### src/verilog/hrs_params.svh
// Constants of the host and RGB interface select block
`ifndef HRS_PARAMS_SVH
`define HRS_PARAMS_SVH

// Bus widths
`define HRS_DATA_W        18
`define HRS_CMD_W         16
`define HRS_SER_W         9

// Command word layout: address in the upper byte, data in the lower
`define HRS_CMD_ADDR_MSB  15
`define HRS_CMD_ADDR_LSB  8
`define HRS_CMD_DATA_MSB  7

// 16-to-18 bit expansion: RAM bit 12 copies word bit 15, RAM bit 0 copies bit 4
`define HRS_EXP_HI_SRC    15
`define HRS_EXP_LO_SRC    4

// RGB groups on shared data pins
`define HRS_RGB_G2_LSB    12
`define HRS_RGB_G1_LSB    6
`define HRS_RGB_GRP_W     6

// Serial frame lengths in bits per beat
`define HRS_SER_BITS_8    4'h8
`define HRS_SER_BITS_9    4'h9

// Synchroniser depth
`define HRS_SYNC_STAGES   2

// Reset values
`define HRS_RST_WORD      18'h00000
`define HRS_RST_BEAT      2'h0

`endif

### src/verilog/hrs_pkg.sv
// Types shared by the host and RGB interface select block
package hrs_pkg;

  // System interface transfer modes
  typedef enum logic [3:0] {
    HRS_MODE_OFF = 4'h0,
    HRS_MODE_P18 = 4'h1,
    HRS_MODE_P16_9X2 = 4'h2,
    HRS_MODE_P16_16P2 = 4'h3,
    HRS_MODE_P16_16 = 4'h4,
    HRS_MODE_P8_6X3 = 4'h5,
    HRS_MODE_P8_8P8P2 = 4'h6,
    HRS_MODE_P8_8X2 = 4'h7,
    HRS_MODE_S9 = 4'h8,
    HRS_MODE_S8 = 4'h9
  } hrs_mode_e;

endpackage

### src/verilog/hrs_serial_rx.sv
// Serial port shifter of the host interface, on the reference clock
`timescale 1ns/1ns
`default_nettype none
`include "hrs_params.svh"

module hrs_serial_rx (
  input  wire logic       i_ref_clk,
  input  wire logic       i_rst_b,
  input  wire logic       i_enable,
  input  wire logic       i_sclk_s,
  input  wire logic       i_si_s,
  input  wire logic       i_cs_b_s,
  input  wire logic       i_rw_s,
  input  wire logic [1:0] i_edge_sel,
  input  wire logic       i_nine_bit,
  input  wire logic [8:0] i_rd_word,
  output logic            o_beat,
  output logic [8:0]      o_word,
  output logic            o_rd_req,
  output logic            o_so,
  output logic            o_so_oe
);
  import hrs_pkg::*;

  logic       sclk_prev_reg;
  logic [3:0] bit_cnt_reg;
  logic [8:0] shin_reg;
  logic [8:0] shout_reg;
  logic       latch_rise;
  logic       latch_edge;
  logic       out_edge;
  logic       active;
  logic [3:0] beat_bits;

  assign latch_rise = ~(i_edge_sel[1] ^ i_edge_sel[0]);
  assign active     = i_enable & ~i_cs_b_s;
  assign latch_edge = active & (latch_rise ? (i_sclk_s & ~sclk_prev_reg)
                                           : (~i_sclk_s & sclk_prev_reg));
  assign out_edge   = active & (latch_rise ? (~i_sclk_s & sclk_prev_reg)
                                           : (i_sclk_s & ~sclk_prev_reg));
  assign beat_bits  = i_nine_bit ? `HRS_SER_BITS_9 : `HRS_SER_BITS_8;

  ////////////////////////////////////////////////////////////////////
  // Edge history of the synchronised serial clock
  always_ff @(posedge i_ref_clk or negedge i_rst_b) begin
    if (!i_rst_b) begin
      sclk_prev_reg <= 1'b0;
    end else begin
      sclk_prev_reg <= i_sclk_s;
    end
  end

  // Bit counter; chip select high restarts the frame, the clock may stall
  always_ff @(posedge i_ref_clk or negedge i_rst_b) begin
    if (!i_rst_b) begin
      bit_cnt_reg <= 4'h0;
    end else if (!active) begin
      bit_cnt_reg <= 4'h0;
    end else if (latch_edge) begin
      bit_cnt_reg <= (bit_cnt_reg == beat_bits - 4'h1) ? 4'h0 : bit_cnt_reg + 4'h1;
    end
  end

  // Input shifter, first bit is the most significant
  always_ff @(posedge i_ref_clk or negedge i_rst_b) begin
    if (!i_rst_b) begin
      shin_reg <= 9'h000;
    end else if (latch_edge) begin
      shin_reg <= {shin_reg[7:0], i_si_s};
    end
  end

  // beat closes after eight or nine bits
  always_ff @(posedge i_ref_clk or negedge i_rst_b) begin
    if (!i_rst_b) begin
      o_beat <= 1'b0;
      o_word <= 9'h000;
    end else begin
      o_beat <= latch_edge & ~i_rw_s & (bit_cnt_reg == beat_bits - 4'h1);
      if (latch_edge && (bit_cnt_reg == beat_bits - 4'h1)) begin
        o_word <= i_nine_bit ? {shin_reg[7:0], i_si_s} : {1'b0, shin_reg[6:0], i_si_s};
      end
    end
  end

  // read direction shifts out on the output edge
  always_ff @(posedge i_ref_clk or negedge i_rst_b) begin
    if (!i_rst_b) begin
      shout_reg <= 9'h000;
      o_rd_req  <= 1'b0;
    end else begin
      o_rd_req <= active & i_rw_s & (bit_cnt_reg == 4'h0) & latch_edge;
      if (!active || (bit_cnt_reg == 4'h0 && !latch_edge && !out_edge)) begin
        shout_reg <= i_nine_bit ? i_rd_word : {i_rd_word[7:0], 1'b0};
      end else if (out_edge) begin
        shout_reg <= {shout_reg[7:0], 1'b0};
      end
    end
  end

  assign o_so    = shout_reg[8];
  assign o_so_oe = active & i_rw_s;

endmodule // hrs_serial_rx

`default_nettype wire

### src/verilog/hrs_host_if.sv
// Host system interface and RGB input select of the source driver
`timescale 1ns/1ns
`default_nettype none
`include "hrs_params.svh"

module hrs_host_if (
  input  wire logic              i_ref_clk,
  input  wire logic              i_rst_b,
  // Mode straps
  input  wire logic              i_serial_parallel_select,
  input  wire logic              i_pin_sharing_select,
  input  wire logic              i_data_pin_owner_select,
  input  wire logic              i_bus_width_select_0,
  input  wire logic              i_bus_width_select_1,
  input  wire logic              i_rgb_width_select,
  input  wire logic              i_dot_format_select_2,
  input  wire logic              i_dot_format_select_1,
  input  wire logic              i_cpu_style_select,
  input  wire logic              i_serial_edge_select_1,
  input  wire logic              i_serial_edge_select_0,
  input  wire logic              i_msb_first_select,
  // Host bus pins
  input  wire logic              i_cs_b,
  input  wire logic              i_register_select,
  input  wire logic              i_rd_b,
  input  wire logic              i_wr_b,
  input  wire logic [17:0]       i_data,
  output logic      [17:0]       o_data,
  output logic                   o_data_oe,
  input  wire logic              i_sclk,
  input  wire logic              i_si,
  output logic                   o_so,
  output logic                   o_so_oe,
  // RGB pins
  input  wire logic              i_dotclk,
  input  wire logic [17:0]       i_rgb,
  // Core side, same clock
  input  wire logic [17:0]       i_rd_data,
  output hrs_pkg::hrs_mode_e     o_mode,
  output logic                   o_sys_enable,
  output logic                   o_rd_req,
  output logic                   o_rd_ram,
  output logic                   o_cmd_valid,
  output logic [7:0]             o_cmd_addr,
  output logic [7:0]             o_cmd_data,
  output logic                   o_pix_valid,
  output logic [17:0]            o_pix_data,
  output logic                   o_rgb_valid,
  output logic [17:0]            o_rgb_data
);
  import hrs_pkg::*;

  ////////////////////////////////////////////////////////////////////
  // Two-stage synchronisers for every pin
  localparam int SW = 13 + 18 + 18;

  logic [SW-1:0] sync1_reg;
  logic [SW-1:0] sync2_reg;
  logic [SW-1:0] pins_raw;

  assign pins_raw = {i_cs_b, i_register_select, i_rd_b, i_wr_b, i_sclk, i_si, i_dotclk,
                     i_serial_parallel_select, i_pin_sharing_select, i_data_pin_owner_select,
                     i_rgb_width_select, i_cpu_style_select, i_msb_first_select,
                     i_data, i_rgb};

  // First stage feeds only the second stage
  always_ff @(posedge i_ref_clk or negedge i_rst_b) begin
    if (!i_rst_b) begin
      sync1_reg <= {{4{1'b1}}, {(SW-4){1'b0}}};
      sync2_reg <= {{4{1'b1}}, {(SW-4){1'b0}}};
    end else begin
      sync1_reg <= pins_raw;
      sync2_reg <= sync1_reg;
    end
  end

  logic        cs_b_s;
  logic        rs_s;
  logic        rd_b_s;
  logic        wr_b_s;
  logic        sclk_s;
  logic        si_s;
  logic        dotclk_s;
  logic        psx_s;
  logic        share_s;
  logic        owner_s;
  logic        rgbw_s;
  logic        c68_s;
  logic        msb_first_select_s;
  logic [17:0] data_s;
  logic [17:0] rgb_s;

  assign {cs_b_s, rs_s, rd_b_s, wr_b_s, sclk_s, si_s, dotclk_s, psx_s, share_s, owner_s,
          rgbw_s, c68_s, msb_first_select_s, data_s, rgb_s} = sync2_reg;

  // Width and dot format straps share one small synchroniser
  logic [3:0] bw1_reg;
  logic [3:0] bw2_reg;
  logic [1:0] edge1_reg;
  logic [1:0] edge2_reg;

  always_ff @(posedge i_ref_clk or negedge i_rst_b) begin
    if (!i_rst_b) begin
      bw1_reg   <= 4'h0;
      bw2_reg   <= 4'h0;
      edge1_reg <= 2'h0;
      edge2_reg <= 2'h0;
    end else begin
      bw1_reg   <= {i_bus_width_select_1, i_bus_width_select_0,
                    i_dot_format_select_2, i_dot_format_select_1};
      bw2_reg   <= bw1_reg;
      edge1_reg <= {i_serial_edge_select_1, i_serial_edge_select_0};
      edge2_reg <= edge1_reg;
    end
  end

  ////////////////////////////////////////////////////////////////////
  // Mode decode
  hrs_mode_e mode;
  logic      par_en;
  logic      ser_en;

  always_comb begin
    mode = HRS_MODE_OFF;
    if (psx_s) begin
      if (bw2_reg[3:2] == 2'b01) mode = HRS_MODE_S9;
      if (bw2_reg[3:2] == 2'b11) mode = HRS_MODE_S8;
    end else begin
      unique case (bw2_reg)
        4'h0, 4'h1, 4'h2, 4'h3: mode = HRS_MODE_P18;
        4'h9: mode = HRS_MODE_P16_9X2;
        4'hB: mode = HRS_MODE_P16_16P2;
        4'h8: mode = HRS_MODE_P16_16;
        4'hD: mode = HRS_MODE_P8_6X3;
        4'hF: mode = HRS_MODE_P8_8P8P2;
        4'hE: mode = HRS_MODE_P8_8X2;
        default: mode = HRS_MODE_OFF;
      endcase
    end
  end

  // owner high under sharing locks out the system interface
  assign o_sys_enable = ~(share_s & owner_s);
  assign par_en = o_sys_enable & ~psx_s & (mode != HRS_MODE_OFF);
  assign ser_en = o_sys_enable & psx_s & (mode != HRS_MODE_OFF);
  assign o_mode = mode;

  ////////////////////////////////////////////////////////////////////
  // Parallel strobe decode
  logic rd_b_prev_reg;
  logic wr_b_prev_reg;
  logic par_wr;
  logic par_rd_start;
  logic par_rd_level;

  always_ff @(posedge i_ref_clk or negedge i_rst_b) begin
    if (!i_rst_b) begin
      rd_b_prev_reg <= 1'b1;
      wr_b_prev_reg <= 1'b1;
    end else begin
      rd_b_prev_reg <= rd_b_s;
      wr_b_prev_reg <= wr_b_s;
    end
  end

  // i80: write on rising write strobe, read while read strobe low
  // M68: enable high, read/write picks direction, write on enable fall
  always_comb begin
    if (c68_s) begin
      par_wr       = ~rd_b_s & rd_b_prev_reg & ~wr_b_s;
      par_rd_start = rd_b_s & ~rd_b_prev_reg & wr_b_s;
      par_rd_level = rd_b_s & wr_b_s;
    end else begin
      par_wr       = wr_b_s & ~wr_b_prev_reg & rd_b_s;
      par_rd_start = ~rd_b_s & rd_b_prev_reg & wr_b_s;
      par_rd_level = ~rd_b_s & wr_b_s;
    end
    par_wr       = par_wr & ~cs_b_s & par_en;
    par_rd_start = par_rd_start & ~cs_b_s & par_en;
    par_rd_level = par_rd_level & ~cs_b_s & par_en;
  end

  ////////////////////////////////////////////////////////////////////
  // Serial port
  logic       ser_beat;
  logic [8:0] ser_word;
  logic       ser_rd_req;

  hrs_serial_rx u_serial (
    .i_ref_clk  (i_ref_clk),
    .i_rst_b    (i_rst_b),
    .i_enable   (ser_en),
    .i_sclk_s   (sclk_s),
    .i_si_s     (si_s),
    .i_cs_b_s   (cs_b_s),
    .i_rw_s     (wr_b_s),
    .i_edge_sel (edge2_reg),
    .i_nine_bit (mode == HRS_MODE_S9),
    .i_rd_word  (i_rd_data[8:0]),
    .o_beat     (ser_beat),
    .o_word     (ser_word),
    .o_rd_req   (ser_rd_req),
    .o_so       (o_so),
    .o_so_oe    (o_so_oe)
  );

  ////////////////////////////////////////////////////////////////////
  // Beat assembly into pixels and commands
  logic        beat;
  logic [17:0] beat_word;
  logic [1:0]  beat_idx_reg;
  logic        beat_rs_reg;
  logic [17:0] acc_reg;
  logic [4:0]  bw;
  logic [1:0]  last_idx;
  logic [17:0] acc_next;
  logic [17:0] mask;

  assign beat      = par_wr | ser_beat;
  assign beat_word = psx_s ? {9'h000, ser_word} : data_s;

  always_comb begin
    bw       = 5'd18;
    last_idx = 2'h0;
    if (!rs_s) begin
      unique case (mode)
        HRS_MODE_P8_6X3, HRS_MODE_P8_8P8P2, HRS_MODE_P8_8X2, HRS_MODE_S8: begin
          bw = 5'd8; last_idx = 2'h1;
        end
        HRS_MODE_S9: begin
          bw = 5'd9; last_idx = 2'h1;
        end
        default: bw = 5'd16;
      endcase
    end else begin
      unique case (mode)
        HRS_MODE_P16_9X2, HRS_MODE_S9: begin
          bw = 5'd9; last_idx = 2'h1;
        end
        HRS_MODE_P16_16P2: begin
          bw = (beat_idx_reg == 2'h0) ? 5'd16 : 5'd2; last_idx = 2'h1;
        end
        HRS_MODE_P16_16: bw = 5'd16;
        HRS_MODE_P8_6X3: begin
          bw = 5'd6; last_idx = 2'h2;
        end
        HRS_MODE_P8_8P8P2: begin
          bw = (beat_idx_reg == 2'h2) ? 5'd2 : 5'd8; last_idx = 2'h2;
        end
        HRS_MODE_P8_8X2, HRS_MODE_S8: begin
          bw = 5'd8; last_idx = 2'h1;
        end
        default: bw = 5'd18;
      endcase
    end
    mask     = ~(18'h3FFFF << bw);
    acc_next = (acc_reg << bw) | (beat_word & mask);
    // Six-bit beats may sit high in the byte
    if (rs_s && mode == HRS_MODE_P8_6X3 && msb_first_select_s) begin
      acc_next = (acc_reg << bw) | ((beat_word >> 2) & mask);
    end
  end

  function automatic logic [17:0] expand16(input logic [15:0] w);
    expand16 = {w[15:11], w[`HRS_EXP_HI_SRC], w[10:0], w[`HRS_EXP_LO_SRC]};
  endfunction

  // Beat counter restarts when the word type flips
  always_ff @(posedge i_ref_clk or negedge i_rst_b) begin
    if (!i_rst_b) begin
      beat_idx_reg <= `HRS_RST_BEAT;
      beat_rs_reg  <= 1'b0;
      acc_reg      <= `HRS_RST_WORD;
    end else if (beat) begin
      beat_rs_reg <= rs_s;
      if (beat_idx_reg >= last_idx || beat_rs_reg != rs_s) begin
        beat_idx_reg <= (last_idx == 2'h0 || beat_rs_reg == rs_s) ? 2'h0 : 2'h1;
        acc_reg      <= (beat_word & mask);
      end else begin
        beat_idx_reg <= beat_idx_reg + 2'h1;
        acc_reg      <= acc_next;
      end
    end
  end

  logic word_done;
  logic restart;

  assign restart   = beat_rs_reg != rs_s;
  assign word_done = beat & (restart ? (last_idx == 2'h0)
                                     : (beat_idx_reg == last_idx));

  // register select steers the finished word
  // low marks a command, high marks display data
  always_ff @(posedge i_ref_clk or negedge i_rst_b) begin
    if (!i_rst_b) begin
      o_cmd_valid <= 1'b0;
      o_pix_valid <= 1'b0;
      o_cmd_addr  <= 8'h00;
      o_cmd_data  <= 8'h00;
      o_pix_data  <= `HRS_RST_WORD;
    end else begin
      o_cmd_valid <= word_done & ~rs_s;
      o_pix_valid <= word_done & rs_s;
      if (word_done && !rs_s) begin
        if (mode == HRS_MODE_S9) begin
          o_cmd_addr <= acc_next[16:9];
          o_cmd_data <= acc_next[7:0];
        end else begin
          o_cmd_addr <= acc_next[`HRS_CMD_ADDR_MSB:`HRS_CMD_ADDR_LSB];
          o_cmd_data <= acc_next[`HRS_CMD_DATA_MSB:0];
        end
      end
      if (word_done && rs_s) begin
        unique case (mode)
          HRS_MODE_P16_16, HRS_MODE_P8_8X2, HRS_MODE_S8:
            o_pix_data <= expand16(acc_next[15:0]);
          HRS_MODE_P8_8P8P2:
            o_pix_data <= {acc_next[17:0]};
          default:
            o_pix_data <= acc_next;
        endcase
      end
    end
  end

  ////////////////////////////////////////////////////////////////////
  // Read path and data pin drive
  // read strobe drives the bus from the core word
  always_ff @(posedge i_ref_clk or negedge i_rst_b) begin
    if (!i_rst_b) begin
      o_rd_req  <= 1'b0;
      o_rd_ram  <= 1'b0;
      o_data    <= `HRS_RST_WORD;
      o_data_oe <= 1'b0;
    end else begin
      o_rd_req  <= par_rd_start | ser_rd_req;
      if (par_rd_start || ser_rd_req) begin
        o_rd_ram <= rs_s;
      end
      o_data    <= i_rd_data;
      // Drive only while the strobe stays asserted, never under RGB ownership
      o_data_oe <= par_rd_level;
    end
  end

  ////////////////////////////////////////////////////////////////////
  // RGB input path
  logic [17:0] rgb_src;
  logic        dot_prev_reg;

  // data pins may carry the video stream
  // sharing select picks the source pins
  // owner select steers shared data pins
  // owner low lets commands ride the strobes beside pixels
  // data pins map group by group
  // Select written inline: a function reading module state would not wake the assign
  genvar g;
  generate
    for (g = 0; g < 3; g++) begin : g_grp
      assign rgb_src[g*`HRS_RGB_GRP_W +: `HRS_RGB_GRP_W] =
        share_s ? data_s[g*`HRS_RGB_GRP_W +: `HRS_RGB_GRP_W]
                : rgb_s[g*`HRS_RGB_GRP_W +: `HRS_RGB_GRP_W];
    end
  endgenerate

  // Same group order on both sources, so the mapping is a straight copy

  always_ff @(posedge i_ref_clk or negedge i_rst_b) begin
    if (!i_rst_b) begin
      dot_prev_reg <= 1'b0;
    end else begin
      dot_prev_reg <= dotclk_s;
    end
  end

  // eighteen or sixteen bits per dot
  // sixteen-bit dots expand as the host words do
  always_ff @(posedge i_ref_clk or negedge i_rst_b) begin
    if (!i_rst_b) begin
      o_rgb_valid <= 1'b0;
      o_rgb_data  <= `HRS_RST_WORD;
    end else begin
      o_rgb_valid <= dotclk_s & ~dot_prev_reg;
      if (dotclk_s && !dot_prev_reg) begin
        o_rgb_data <= rgbw_s ? expand16(rgb_src[15:0]) : rgb_src;
      end
    end
  end

endmodule // hrs_host_if

`default_nettype wire

### config.mk
export PLATFORM = sky130hd
export DESIGN_NAME = hrs_host_if
export DESIGN_NICKNAME = d
export VERILOG_FILES = /design/src/verilog/hrs_pkg.sv /design/src/verilog/hrs_serial_rx.sv /design/src/verilog/hrs_host_if.sv
export VERILOG_INCLUDE_DIRS = /design/src /design/src/verilog
export SDC_FILE = /design/constraint.sdc
export NUM_CORES = 1
export LEC_CHECK = 0
export BUFFER_PORTS_ARGS = -buffer_cell sky130_fd_sc_hd__buf_2
export CAP_MARGIN = 20
export CORE_MARGIN = 8
export CORE_UTILIZATION = 25
export DETAILED_ROUTE_END_ITERATION = 12
export PLACE_DENSITY_LB_ADDON = 0.15
export SYNTH_ARGS = -nofsm -noshare
export SYNTH_HDL_FRONTEND = slang
export SYNTH_SLANG_ARGS = --single-unit
export TNS_END_PERCENT = 20
### constraint.sdc
create_clock -name i_ref_clk -period 3.7 [get_ports i_ref_clk]
set_input_delay 0.555 -clock i_ref_clk [delete_from_list [all_inputs] [get_ports i_ref_clk]]
set_output_delay 0.555 -clock i_ref_clk [all_outputs]
set_load 0.05 [all_outputs]
---- After elaboration in Yosys (flattened, before gate mapping) ----
Memory sizes are Yosys's and may differ from the RTL's.
Index checks and enable logic that the tools add are counted.
cells by class
  add/sub/neg operators ................... 3
  $lt $le $gt $ge ......................... 1
  eq/ne operators ......................... 16
  shift operators ......................... 2
  mux-type cells .......................... 36
  bitwise gates (word level) .............. 53
  reductions and logical operators ........ 29
operators with widths
  cell                     number
  $mux W18                 5
  $mux W9                  4
  $or A18 B18 Y18          2
  $and A1 B1 Y1            34
  $pmux W5 S6              1
  $mux W4                  7
  $and A16 B18 Y18         1
  $and A18 B18 Y18         1
  $mux W6                  3
  $not A18 Y18             1
  $shl A18 B5 Y18          1
  $shl A18 B5 Y18 const A  1
  $eq A4 B3 Y1 const B     4
  $not A1 Y1               11
  $mux W5                  2
  $pmux W5 S2              1
  $reduce_or A5 Y1         2
  $mux W1                  9
  $eq A4 B2 Y1 const B     2
  $eq A4 B4 Y1 const B     2
  $logic_and A1 B1 Y1      8
  $mux W8                  1
  $reduce_or A2 Y1         3
  $logic_not A1 Y1         5
  other kinds (22)         29
word-level totals
  bits in registers ....................... 243
  bits in read-only memories .............. 48
  input bits .............................. 75
  output and inout bits ................... 83
  memories ................................ 1
memories
  memory            words  bits a word  read ports  clocked after Yosys merged registers in  wr ports  RTL line            RTL
  (name not given)  16     3            1           0                                        0         hrs_host_if.sv:129  unique case (bw2_reg)

---- Logic depth before layout (Yosys ltp) ----
Gate-level depths: netlist (run 1).
  depth after elaboration ................. 14
  gate-level depth with buffers ........... 16

---- Modules after synthesis ----
A second synthesis (run 1) with hierarchy kept.
second synthesis, totals
  cell total of the unflattened synthesis .. 869
  area total of the unflattened synthesis .. 10169.8 um^2
modules (own cells, without submodules)
  module         instances  cells each  area each (um^2)  sequential area each (um^2)
  hrs_host_if    1          736         8509.4            5242.5
  hrs_serial_rx  1          133         1660.3            825.8

---- Worst setup path before layout (run 1) ----
Ideal clock, no wire load.
  kind .................................... reg-to-reg
  start point ............................. register bw2_reg[0]
  end point ............................... register acc_reg[3]
  setup time .............................. 121 ps
  arrival ................................. 3139 ps
  required time ........................... 3579 ps
  setup slack ............................. 440 ps
  cell stages (with the launch flop) ...... 15
  path buffers ............................ 1
  cell sequence ........................... dfrtp_1 inv_1 ha_1 or2_1 nand3_2 inv_2 a21oi_1 nor2_1 o21ai_0 ha_1 nand2b_1 a211oi_1 clkbuf_1 nand2_1 a22o_1
on the way
  cells in the longest elaborated chain, start to end .. 12
  elaborated cells on any way between the ends .. 39
  classes of those cells .................. 1 x order compare; 8 x eq/ne; 2 x shift; 9 x mux; 8 x bitwise; 10 x reduce/logical; 1 x memory
ends and longest elaborated chain
  what                                                  RTL line                                                    RTL
  from (decl)                                           hrs_host_if.sv:98                                           logic [3:0] bw2_reg;
  from (signal assigned)                                hrs_host_if.sv:111                                          bw2_reg <= bw1_reg;
  $mem_v2 Z16 W3 (*)                                    n/a
  $mux W4 (*)                                           hrs_host_if.sv:125                                          if (psx_s) begin
  via o_mode[2]                                         hrs_host_if.sv:39                                           output hrs_pkg::hrs_mode_e o_mode,
  $eq A4 B3 Y1 (tied with other cells)                  hrs_host_if.sv:226, hrs_host_if.sv:236
  $reduce_or A2 Y1 or $reduce_or A4 Y1 (tied branches)  n/a
  $pmux W5 S6 or $pmux W5 S2 (tied branches)            hrs_host_if.sv:236, hrs_host_if.sv:226
  $mux W5                                               hrs_host_if.sv:225                                          if (!rs_s) begin
  $shl A18 B5 Y18                                       hrs_host_if.sv:256                                          mask = ~(18'h3FFFF << bw);
  $not A18 Y18                                          hrs_host_if.sv:256
  $and A18 B18 Y18 or $and A16 B18 Y18 (tied branches)  hrs_host_if.sv:257, hrs_host_if.sv:278, hrs_host_if.sv:260
  $or A18 B18 Y18, on equally long branches             hrs_host_if.sv:257, hrs_host_if.sv:260
  $mux W18                                              hrs_host_if.sv:259                                          if (rs_s && mode == HRS_MODE_P8_6X3 && msb_first_select_s) begin
  $mux W18                                              hrs_host_if.sv:276                                          if (beat_idx_reg >= last_idx || beat_rs_reg != rs_s) begin
  to (signal assigned)                                  hrs_host_if.sv:273                                          acc_reg <= `HRS_RST_WORD;
  to (signal assigned)                                  hrs_host_if.sv:278                                          acc_reg <= (beat_word & mask);
  to (signal assigned)                                  hrs_host_if.sv:281                                          acc_reg <= acc_next;
  to (decl)                                             hrs_host_if.sv:213                                          logic [17:0] acc_reg;
Mark *: on every way through the listed nets, which the timed path passes. The rest lies on a longest branch.
A chain may end at the register's enable or synchronous reset.

---- Final worst setup path (run 1) ----
  start point ............................. register bw2_reg[0]
  end point ............................... register o_pix_data[12]
on the way
  cells in the longest elaborated chain, start to end .. 12
  elaborated cells on any way between the ends .. 43
  classes of those cells .................. 9 x eq/ne; 2 x shift; 10 x mux; 9 x bitwise; 12 x reduce/logical; 1 x memory
ends and longest elaborated chain
  what                                                  RTL line                                                    RTL
  $mem_v2 Z16 W3 (*)                                    n/a
  $mux W4 (*)                                           hrs_host_if.sv:125
  $eq A4 B3 Y1 (tied with other cells)                  hrs_host_if.sv:226, hrs_host_if.sv:236, hrs_host_if.sv:315
  $reduce_or A2 Y1 or $reduce_or A4 Y1 (tied branches)  n/a
  $pmux W5 S6 or $pmux W5 S2 (tied branches)            hrs_host_if.sv:236, hrs_host_if.sv:226
  $mux W5                                               hrs_host_if.sv:225
  $shl A18 B5 Y18                                       hrs_host_if.sv:256
  $not A18 Y18                                          hrs_host_if.sv:256
  $and A18 B18 Y18 or $and A16 B18 Y18 (tied branches)  hrs_host_if.sv:257, hrs_host_if.sv:260
  $or A18 B18 Y18, on equally long branches             hrs_host_if.sv:257, hrs_host_if.sv:260
  $mux W18                                              hrs_host_if.sv:259
  $mux W18                                              hrs_host_if.sv:315                                          unique case (mode)
  to (signal assigned)                                  hrs_host_if.sv:317                                          o_pix_data <= expand16(acc_next[15:0]);
  to (signal assigned)                                  hrs_host_if.sv:319                                          o_pix_data <= {acc_next[17:0]};
  to (signal assigned)                                  hrs_host_if.sv:321                                          o_pix_data <= acc_next;
  to (decl)                                             hrs_host_if.sv:47                                           output logic [17:0] o_pix_data,
Every way passes the cells marked *; elsewhere a longest branch is shown, timed or not.

==> results of run 1 <==
worst max-delay path, cell delays in order (launching register included):
cell and delay, ns:
dfrtp_1 0.38, inv_1 0.07, ha_1 0.30, o211ai_2 0.17, o31a_4 0.26, inv_2 0.11, o21ai_0 0.37, o31a_1 0.27
or2_1 0.46, nor2_1 0.15, nor3_2 0.50, o221ai_1 0.20
per-layer routing:
metal	vias to the layer above	routed length, um	share of wire	global-route usage
met5	-	0	0	0
met4	0	649	0.021	0.0334
met3	48	1860	0.062	0.0257
met2	222	13600	0.45	0.194
met1	3610	14000	0.47	0.175
li1	3419	-	-	-
through the flow:
step / power, mW / worst slack, ns / hold slack (ns)
after global routing: 7.67 / 0.0442 / 0.0707
after detailed placement: 4.44 / 0.324 / 0.335
after floorplan: 3.97 / 0.440 / 0.259
final: 7.31 / 0.313 / 0.102
after CTS: 7.44 / 0.268 / 0.0638
after global placement: 4.44 / 0.396 / 0.331
cell families (layout without fill, tap and decap cells):
family	count (synthesis)	after routing	synth area share
fa+ha+maj	9	9	0.0110
xor+xnor	3	3	0.00257
mux	91	91	0.110
buf+inv	62	261	0.0302
flops	243	243	0.596
compound gates	192	192	0.133
simple gates	256	256	0.117
cell type report:
type / instances / area [sq um] / area share
clock buffer: 33 / 751 / 0.0591
multi-input combinational: 551 / 3820 / 0.301
tap: 532 / 666 / 0.0524
sequential: 243 / 6090 / 0.480
inverter: 22 / 90.1 / 0.00710
clock inverter: 21 / 238 / 0.0187
timing repair buffer: 185 / 1040 / 0.0820
Yosys cell counts, types with 7 or more instances:
cell	n	area, sq um
a31oi_1	13	81.3
o211ai_1	10	75.1
mux2_2	37	417
inv_1	17	63.8
nand3_1	23	115
and3_1	7	43.8
nor3_1	9	45.0
nand2_1	117	439
a21oi_1	38	190
nor2_1	51	191
clkbuf_1	22	82.6
buf_6	7	78.8
ha_1	9	113
o21ai_1	7	35.0
o21ai_0	48	240
o221ai_1	9	78.8
buf_2	7	35.0
a211oi_1	13	97.6
mux2i_1	39	390
nand2b_1	8	50.1
mux4_2	12	270
dfstp_2	10	263
dfrtp_1	233	5830
and2_1	12	75.1
worst max path at each step:
| stage | start | endpoint | slack (ns) | cells past startpoint |
|---|---|---|---|---|
| 5_1_grt | bw2_reg[0] | o_cmd_addr[6] | 0.04 | 11 |
| 2_1_floorplan | bw2_reg[0] | acc_reg[3] | 0.44 | 14 |
| 3_5_place_dp | bw2_reg[0] | o_pix_data[12] | 0.32 | 11 |
| 3_3_place_gp | bw2_reg[0] | o_pix_data[12] | 0.40 | 11 |
| 6_report | bw2_reg[0] | o_pix_data[12] | 0.31 | 11 |
| 4_1_cts | bw2_reg[2] | o_so_oe | 0.27 | 6 |
power groups by stage:
stage | combinational, mW | sequential (mW) | clock [mW]
final | 1.31 | 3.07 | 2.93
after CTS | 1.32 | 3.08 | 3.05
after detailed placement | 1.31 | 3.12 | 0
after floorplan | 0.587 | 3.39 | 0
after global placement | 1.31 | 3.13 | 0
after global routing | 1.41 | 3.10 | 3.15
==> impl_metrics.json, run 1 <==
{
  "slew_violations": 0,
  "dr.pass1.iters": 5,
  "peakVddDrop_v": 0.000392,
  "hp-class": "in -> reg",
  "drive_gt1_frac": 0.314,
  "ctsResizeCount": 0,
  "r2r-end": "o_pix_data[12]",
  "r2r_slack_ns": 0.31,
  "synth_edf_count": 0,
  "setup_viol_count_final": 0,
  "critPathLaunchType": "flop",
  "tns_ns": 0,
  "routed_wl_mm": 30.2,
  "status": "completed",
  "postSynth.asyncResetShare": 1.00,
  "syn_area_sq_um": 10200,
  "timing.rr.start": "bw2_reg[0]",
  "num_vias": 7299,
  "cts_tree": "yes",
  "row_count": 74,
  "hpwl_mm": 22.2,
  "numCtsBuffers": 29,
  "cp.required_ns": 4.10,
  "portBuffers": 157,
  "intPower_mw": 5.06,
  "dieArea_sq_um": 47600,
  "critPathMaxFanout": 12,
  "routed_via_density": 4.60,
  "p_clk_frac": 0.401,
  "clk_pin_slew_worst_paths_ns": 0.06,
  "crit_type": "reg -> reg",
  "finalClockSkew_ns": 0.00940,
  "switchingPower_mw": 2.25,
  "n_antenna_cell": 0,
  "post_cts_buffers": 0,
  "ys_ff_latch": 243,
  "fin_nets": 1116,
  "cellLeakagePower_nw": 5.88,
  "syn_inst": 856,
  "cts_buffer_depth": 3,
  "min_from": "i_rd_b",
  "design_area_sq_um": 12700,
  "numClockSinks": 243,
  "final_core_util": 0.313,
  "core_sq_um": 40600,
  "holdPathEnd": "sync1_reg[46]",
  "reg2regPathDepth": 11,
  "grt_antenna_before_repair": 1,
  "stdcell_count": 1587,
  "mostFrequentLayoutCells": "233 x dfrtp_1, 156 x buf_2, 117 x nand2_1",
  "yosys_warnings": 0,
  "insertion_delay_ns": 0.55,
  "ios": 158,
  "drc_errors": 0,
  "grt_max_degree": 94,
  "drtIter0Drc": 403,
  "worstMarginPinSlew_ns": 0.630,
  "whs_path_depth": 1,
  "seq_area_frac_synth": 0.596,
  "grt_use_total": 0.125,
  "gp_congestion": 0.861,
  "grt_pass1_wl_mm": 46.6,
  "switching_share": 0.307,
  "arrival_ns": 3.79,
  "period_share": 0.915,
  "postSynth.topFlopCell": "dfrtp_1",
  "ctsHtreeMaxLevel": 1,
  "drv_cap": 0,
  "clock.fmax_ghz": 0.295,
  "syn_nets": 940,
  "n_fill_cell": 4216,
  "fp.dieW_um": 218,
  "combPwrFrac": 0.179,
  "hold_viol": 0,
  "grt-ovfl-total": 0,
  "timing.final.crit_period_ns": 3.39,
  "cts-root-buf": "clkbuf_16",
  "endpoint_kind": "flop",
  "initial_core_util": 0.252,
  "power_density_nw_per_um2": 575,
  "dpl.cell_count": 1531,
  "wl_per_cell_um": 19.0,
  "fp.dieH_um": 218,
  "ant_nets": 0,
  "final_common_cell": "dfrtp_1",
  "rsz0062_at_grt": "false",
  "seq_power_share": 0.420,
  "cts_hold_buf": 1,
  "place_area_sq_um": 11700,
  "yosysUniqueCellTypes": 81,
  "syn2layout_area_growth_pct": 24.2,
  "grt_pass1_vias": 7603,
  "synth_area_per_cell_sq_um": 11.9,
  "max_slew_margin": 0.580
}
(Power assumes the default switching activity.)
==> run 2: changes to the inputs <==
BUFFER_PORTS_ARGS = not set   (was -buffer_cell sky130_fd_sc_hd__buf_2)
DONT_BUFFER_PORTS = 1   (was not set)
==> run 2 against run 1 <==
The run now ends with hold timing left; global-route usage rose by 0.16 points; wire length up 1.2%; combinational power is 36% lower; clock power about the same; first-iteration DRC count shrank 0.99%; cell area shrank 0.25%; largest cell class unchanged.
==> impl_metrics.json, run 2 (synthesis gave the netlist of run 1 again) <==
{
  "mostFrequentLayoutCells": "233 x dfrtp_1, 117 x nand2_1, 73 x dlygate4sd3_1",
  "startpoint": "bw2_reg[0]",
  "initial_core_util": 0.252,
  "arrival_ns": 3.84,
  "numClockSinks": 243,
  "cp.required_ns": 4.12,
  "final_common_cell": "dfrtp_1",
  "drtIter0Drc": 399,
  "r2r-end": "o_pix_data[9]",
  "insertion_delay_ns": 0.58,
  "grt-ovfl-total": 0,
  "tns_ns": 0,
  "row_count": 74,
  "ios": 158,
  "ant_nets": 0,
  "grt_max_degree": 244,
  "critPathMaxFanout": 12,
  "setup_viol_count_final": 0,
  "worst_path_max_delay_cell": "o21ai_0",
  "endpoint_kind": "flop",
  "endpoint": "o_pix_data[9]",
  "n_antenna_cell": 0,
  "syn2layout_area_growth_pct": 23.9,
  "numCtsBuffers": 30,
  "fp.dieH_um": 218,
  "power_density_nw_per_um2": 567,
  "cp_num_buf_inv": 3,
  "final_core_util": 0.312,
  "finalClockSkew_ns": 0.0275,
  "clk_pin_slew_worst_paths_ns": 0.06,
  "cts_buffer_depth": 3,
  "routed_via_density": 4.60,
  "hpwl_mm": 21.9,
  "worstPathCellList": "inv_1, ha_1, o211ai_2, o31a_4, inv_2, o21ai_0, o31a_1, or2_1, buf_4, o22ai_1, nor3b_2, o221ai_1",
  "cellLeakagePower_nw": 5.52,
  "slew_violations": 0,
  "timing.rr.start": "bw2_reg[0]",
  "drc_errors": 0,
  "clock.fmax_ghz": 0.292,
  "grt_pass1_wl_mm": 46.6,
  "peakVddDrop_v": 0.000352,
  "worstMarginPinSlew_ns": 0.913,
  "wl_per_cell_um": 20.3,
  "cts_hold_buf": 73,
  "dr.pass1.iters": 4,
  "drive_gt1_frac": 0.182,
  "fp.dieW_um": 218,
  "hp-class": "in -> async",
  "fin_nets": 1038,
  "rsz0062_at_grt": "false",
  "grt_use_total": 0.126,
  "n_fill_cell": 4157,
  "status": "finished, violations left",
  "critPathLaunchType": "flop",
  "timing.final.crit_period_ns": 3.42,
  "core_sq_um": 40600,
  "hold_viol": 233,
  "dieArea_sq_um": 47600,
  "ctsHtreeMaxLevel": 1,
  "post_cts_buffers": 0,
  "grt_antenna_before_repair": 0,
  "critPathTopFamily": "compound AO/OA/AOI/OAI gates",
  "cts-root-buf": "clkbuf_16",
  "ctsResizeCount": 0,
  "grt_pass1_vias": 7286,
  "r2r_slack_ns": 0.28,
  "cp_num_cells": 12,
  "max_stage_delay_ns": 0.39,
  "period_share": 0.925,
  "gp_congestion": 0.794,
  "violations": "hold timing",
  "cts_tree": "yes",
  "max_slew_margin": 0.391,
  "drv_cap": 0,
  "reg2regPathDepth": 12,
  "routed_wl_mm": 30.6,
  "crit_type": "reg -> reg",
  "portBuffers": 0,
  "whs_ns": -0.309,
  "num_vias": 6939
}
run 2: cell types whose count changed in the layout (fill, tap and decap cells not counted), sizes merged:
| cell | delta |
|---|---|
| clkinv | -2 |
| buf | -151 |
| bufinv | -2 |
| inv | -2 |
| clkinvlp | -2 |
| clkbuf | +9 |
| dlygate4sd3 | +72 |
run 2: area by class of cell:
| class | count | area [sq um] | share of cell area |
|---|---|---|---|
| tap | 532 | 666 | 0.0526 |
| timing repair buffer | 106 | 1000 | 0.0791 |
| inverter | 22 | 90.1 | 0.00711 |
| clock inverter | 13 | 146 | 0.0116 |
| clock buffer | 42 | 846 | 0.0668 |
| multi-input combinational | 551 | 3820 | 0.302 |
| sequential | 243 | 6090 | 0.481 |
run 2: worst register-to-register path: stages, from the launching register on:
cell and delay [ns]:
dfrtp_1 0.38, inv_1 0.07, ha_1 0.30, o211ai_2 0.17, o31a_4 0.26, inv_2 0.20
o21ai_0 0.39, o31a_1 0.29, or2_1 0.29, buf_4 0.22, o22ai_1 0.14, nor3b_2 0.35
o221ai_1 0.19
run 2: routing by layer:
| metal | track usage | up-vias | wire, um |
|---|---|---|---|
| li1 | - | 3268 | - |
| met3 | 0.0354 | 43 | 2040 |
| met2 | 0.199 | 186 | 13900 |
| met5 | 0 | - | 0 |
| met4 | 0.0296 | 0 | 720 |
| met1 | 0.170 | 3442 | 13900 |
run 2: through the flow:
step | cells | setup WS (ns) | power (mW) | instance area [sq um]
floorplan | 856 | 0.440 | 3.97 | 10200
CTS | 1507 | 0.301 | 7.32 | 12600
global route | 1509 | 0.0302 | 7.52 | 12700
finish | 1509 | 0.278 | 7.19 | 12700
global placement | 1379 | 0.357 | 4.25 | 10900
detailed placement | 1379 | 0.324 | 4.25 | 10900
run 2: power breakdown:
part	switching, mW	internal, mW	total, mW
clock	1.19	1.74	2.93
sequential	0.534	2.89	3.43
combinational	0.461	0.372	0.833
total	2.19	5.00	7.19
run 2: how the worst min path moves through the flow:
stage | start | endpoint | slack (ns) | cells past startpoint
2_1_floorplan | i_rst_b | acc_reg[0] | 0.26 | 0
3_3_place_gp | i_rst_b | o_cmd_data[4] | 0.27 | 0
3_5_place_dp | i_rst_b | o_cmd_data[3] | 0.27 | 0
4_1_cts | i_rst_b | o_rd_ram | -0.35 | 0
5_1_grt | i_rst_b | o_pix_data[3] | -0.34 | 0
6_report | i_rst_b | o_cmd_data[1] | -0.31 | 0
==> run 3: changes to the inputs <==
CORE_UTILIZATION = 50   (was 25)
clock period = 3 ns   (was 3.7 ns; I/O delays follow)
==> run 3 against run 2 <==
Critical path type unchanged; critical endpoint is now acc_reg[11]; sequential share of layout area decreased by 0.52 points; critical path depth unchanged; the run still ends with hold timing left; first-iteration DRC count increased by 1.0%; maximum frequency increased by 17%; global-route usage increased by 9.5 points; largest cell class unchanged; die area decreased by 47%; highest routed layer unchanged; utilization increased by 32 points.
==> impl_metrics.json, run 3 (synthesis gave the netlist of run 1 again) <==
{
  "timing.final.crit_period_ns": 2.93,
  "final_common_cell": "dfrtp_1",
  "mostFrequentLayoutCells": "232 x dfrtp_1, 115 x nand2_1, 77 x buf_4",
  "dieArea_sq_um": 25300,
  "startpoint": "bw2_reg[0]",
  "timing.rr.start": "bw2_reg[0]",
  "drive_gt1_frac": 0.247,
  "cts_tree": "yes",
  "drv_cap": 0,
  "arrival_ns": 3.38,
  "cp.required_ns": 3.45,
  "dr.pass1.iters": 5,
  "cts-root-buf": "clkbuf_16",
  "clock.fmax_ghz": 0.341,
  "fp.dieH_um": 159,
  "violations": "hold timing",
  "slew_violations": 0,
  "rsz0062_at_grt": "true",
  "grt_pass1_vias": 7653,
  "critPathMaxFanout": 10,
  "tns_ns": 0,
  "cts_hold_buf": 73,
  "place_area_sq_um": 11000,
  "wl_per_cell_um": 22.0,
  "hp-class": "in -> async",
  "finalClockSkew_ns": 0.0156,
  "syn2layout_area_growth_pct": 25.3,
  "whs_ns": -0.392,
  "clk_pin_slew_worst_paths_ns": 0.06,
  "insertion_delay_ns": 0.54,
  "reg2regPathDepth": 12,
  "grt_max_degree": 244,
  "grt-ovfl-total": 0,
  "r2r-end": "acc_reg[11]",
  "routed_via_density": 5.74,
  "status": "finished, violations left",
  "r2r_slack_ns": 0.07,
  "core_sq_um": 20200,
  "power_density_nw_per_um2": 677,
  "endpoint_kind": "flop",
  "drc_errors": 0,
  "crit_type": "reg -> reg",
  "peakVddDrop_v": 0.000591,
  "portBuffers": 0,
  "ctsHtreeMaxLevel": 1,
  "ios": 158,
  "design_area_sq_um": 12800,
  "worstMarginPinSlew_ns": 0.903,
  "setup_viol_count_final": 0,
  "drtIter0Drc": 403,
  "grt_antenna_before_repair": 1,
  "row_count": 52,
  "cts_buffer_depth": 3,
  "max_slew_margin": 0.398,
  "hpwl_mm": 20.5,
  "initial_core_util": 0.507,
  "gp_congestion": 0.912,
  "power_mw": 8.67,
  "num_vias": 7406,
  "grt_pass1_wl_mm": 44.6,
  "cellLeakagePower_nw": 5.75,
  "routed_wl_mm": 28.4,
  "hold_viol": 233,
  "grt_use_total": 0.221,
  "period_share": 0.978,
  "numClockSinks": 243,
  "numCtsBuffers": 25,
  "fp.dieW_um": 159,
  "critPathLaunchType": "flop",
  "fin_nets": 1084,
  "n_fill_cell": 1552,
  "ant_nets": 0
}
==> run 3: cell count changes in the layout (fill, tap and decap cells not counted), moves of 3 or more <==
cell	delta
buf_4	+47
clkbuf_16	-5
buf_6	+4
clkbuf_1	-4
mux2i_1	-4
nor2_1	-4
mux2_2	-3
mux2_4	+3
nor2_2	+3
o21ai_0	-3
==> run 3: worst max-delay path by stage <==
| stage | endpoint | slack [ns] | depth (start not counted) |
|---|---|---|---|
| final | acc_reg[11] | 0.07 | 12 |
| after global routing | o_pix_data[17] | -0.05 | 12 |
| after CTS | o_pix_data[17] | -0.06 | 15 |
| after detailed placement | o_pix_data[10] | -0.29 | 11 |
| after global placement | o_pix_data[10] | -0.33 | 11 |
| after floorplan | o_pix_data[17] | 0.02 | 15 |
==> run 3: metal layers <==
metal | vias to the layer above | track usage | part of all wire
met2 | 271 | 0.367 | 0.49
met4 | 0 | 0.0759 | 0.029
li1 | 3352 | - | -
met1 | 3731 | 0.275 | 0.41
met3 | 52 | 0.0592 | 0.079
met5 | - | 0 | 0
==> run 3: worst max-delay path: stages, from the launching register on <==
cell      delay, ns
dfrtp_1        0.35
buf_4          0.12
ha_1           0.14
nor2b_1        0.05
o31a_4         0.32
buf_4          0.18
o311ai_4       0.27
o211a_4        0.33
mux2_2         0.39
buf_4          0.15
o22ai_4        0.21
o21ai_0        0.14
a31oi_1        0.20
==> run 3: power by group <==
group	switching (mW)	internal [mW]
Combinational	0.633	0.586
Clock	1.30	1.92
Sequential	0.669	3.57
Total	2.60	6.07
==> run 3: layout make-up <==
class / instances / area, sq um / area share
Sequential cell: 243 / 6090 / 0.476
Multi-Input combinational cell: 551 / 4000 / 0.312
Timing Repair Buffer: 157 / 1410 / 0.110
Clock buffer: 32 / 692 / 0.0540
Tap cell: 270 / 338 / 0.0264
Clock inverter: 14 / 184 / 0.0144
Inverter: 22 / 92.6 / 0.00723
Antenna cell: 1 / 2.50 / 0.000195
==> run 3: repair_timing <==
action / in CTS / in global routing
resized for setup: 10 / 34
endpoints found under the setup margin: 28 / 48
hold endpoints to repair: 316 / 243
pin swaps: 2 / 13
buffers inserted: 1 / 7
==> run 3: stage by stage <==
step | setup slack [ns] | util | hold slack, ns | std cells
4_1_cts | -0.0615 | 0.625 | -0.411 | 1282
6_report | 0.0660 | 0.635 | -0.392 | 1290
5_1_grt | -0.0542 | 0.635 | -0.415 | 1290
3_3_place_gp | -0.333 | 0.544 | 0.161 | 1162
2_1_floorplan | 0.0174 | - | 0.154 | 856
3_5_place_dp | -0.292 | 0.544 | 0.161 | 1162
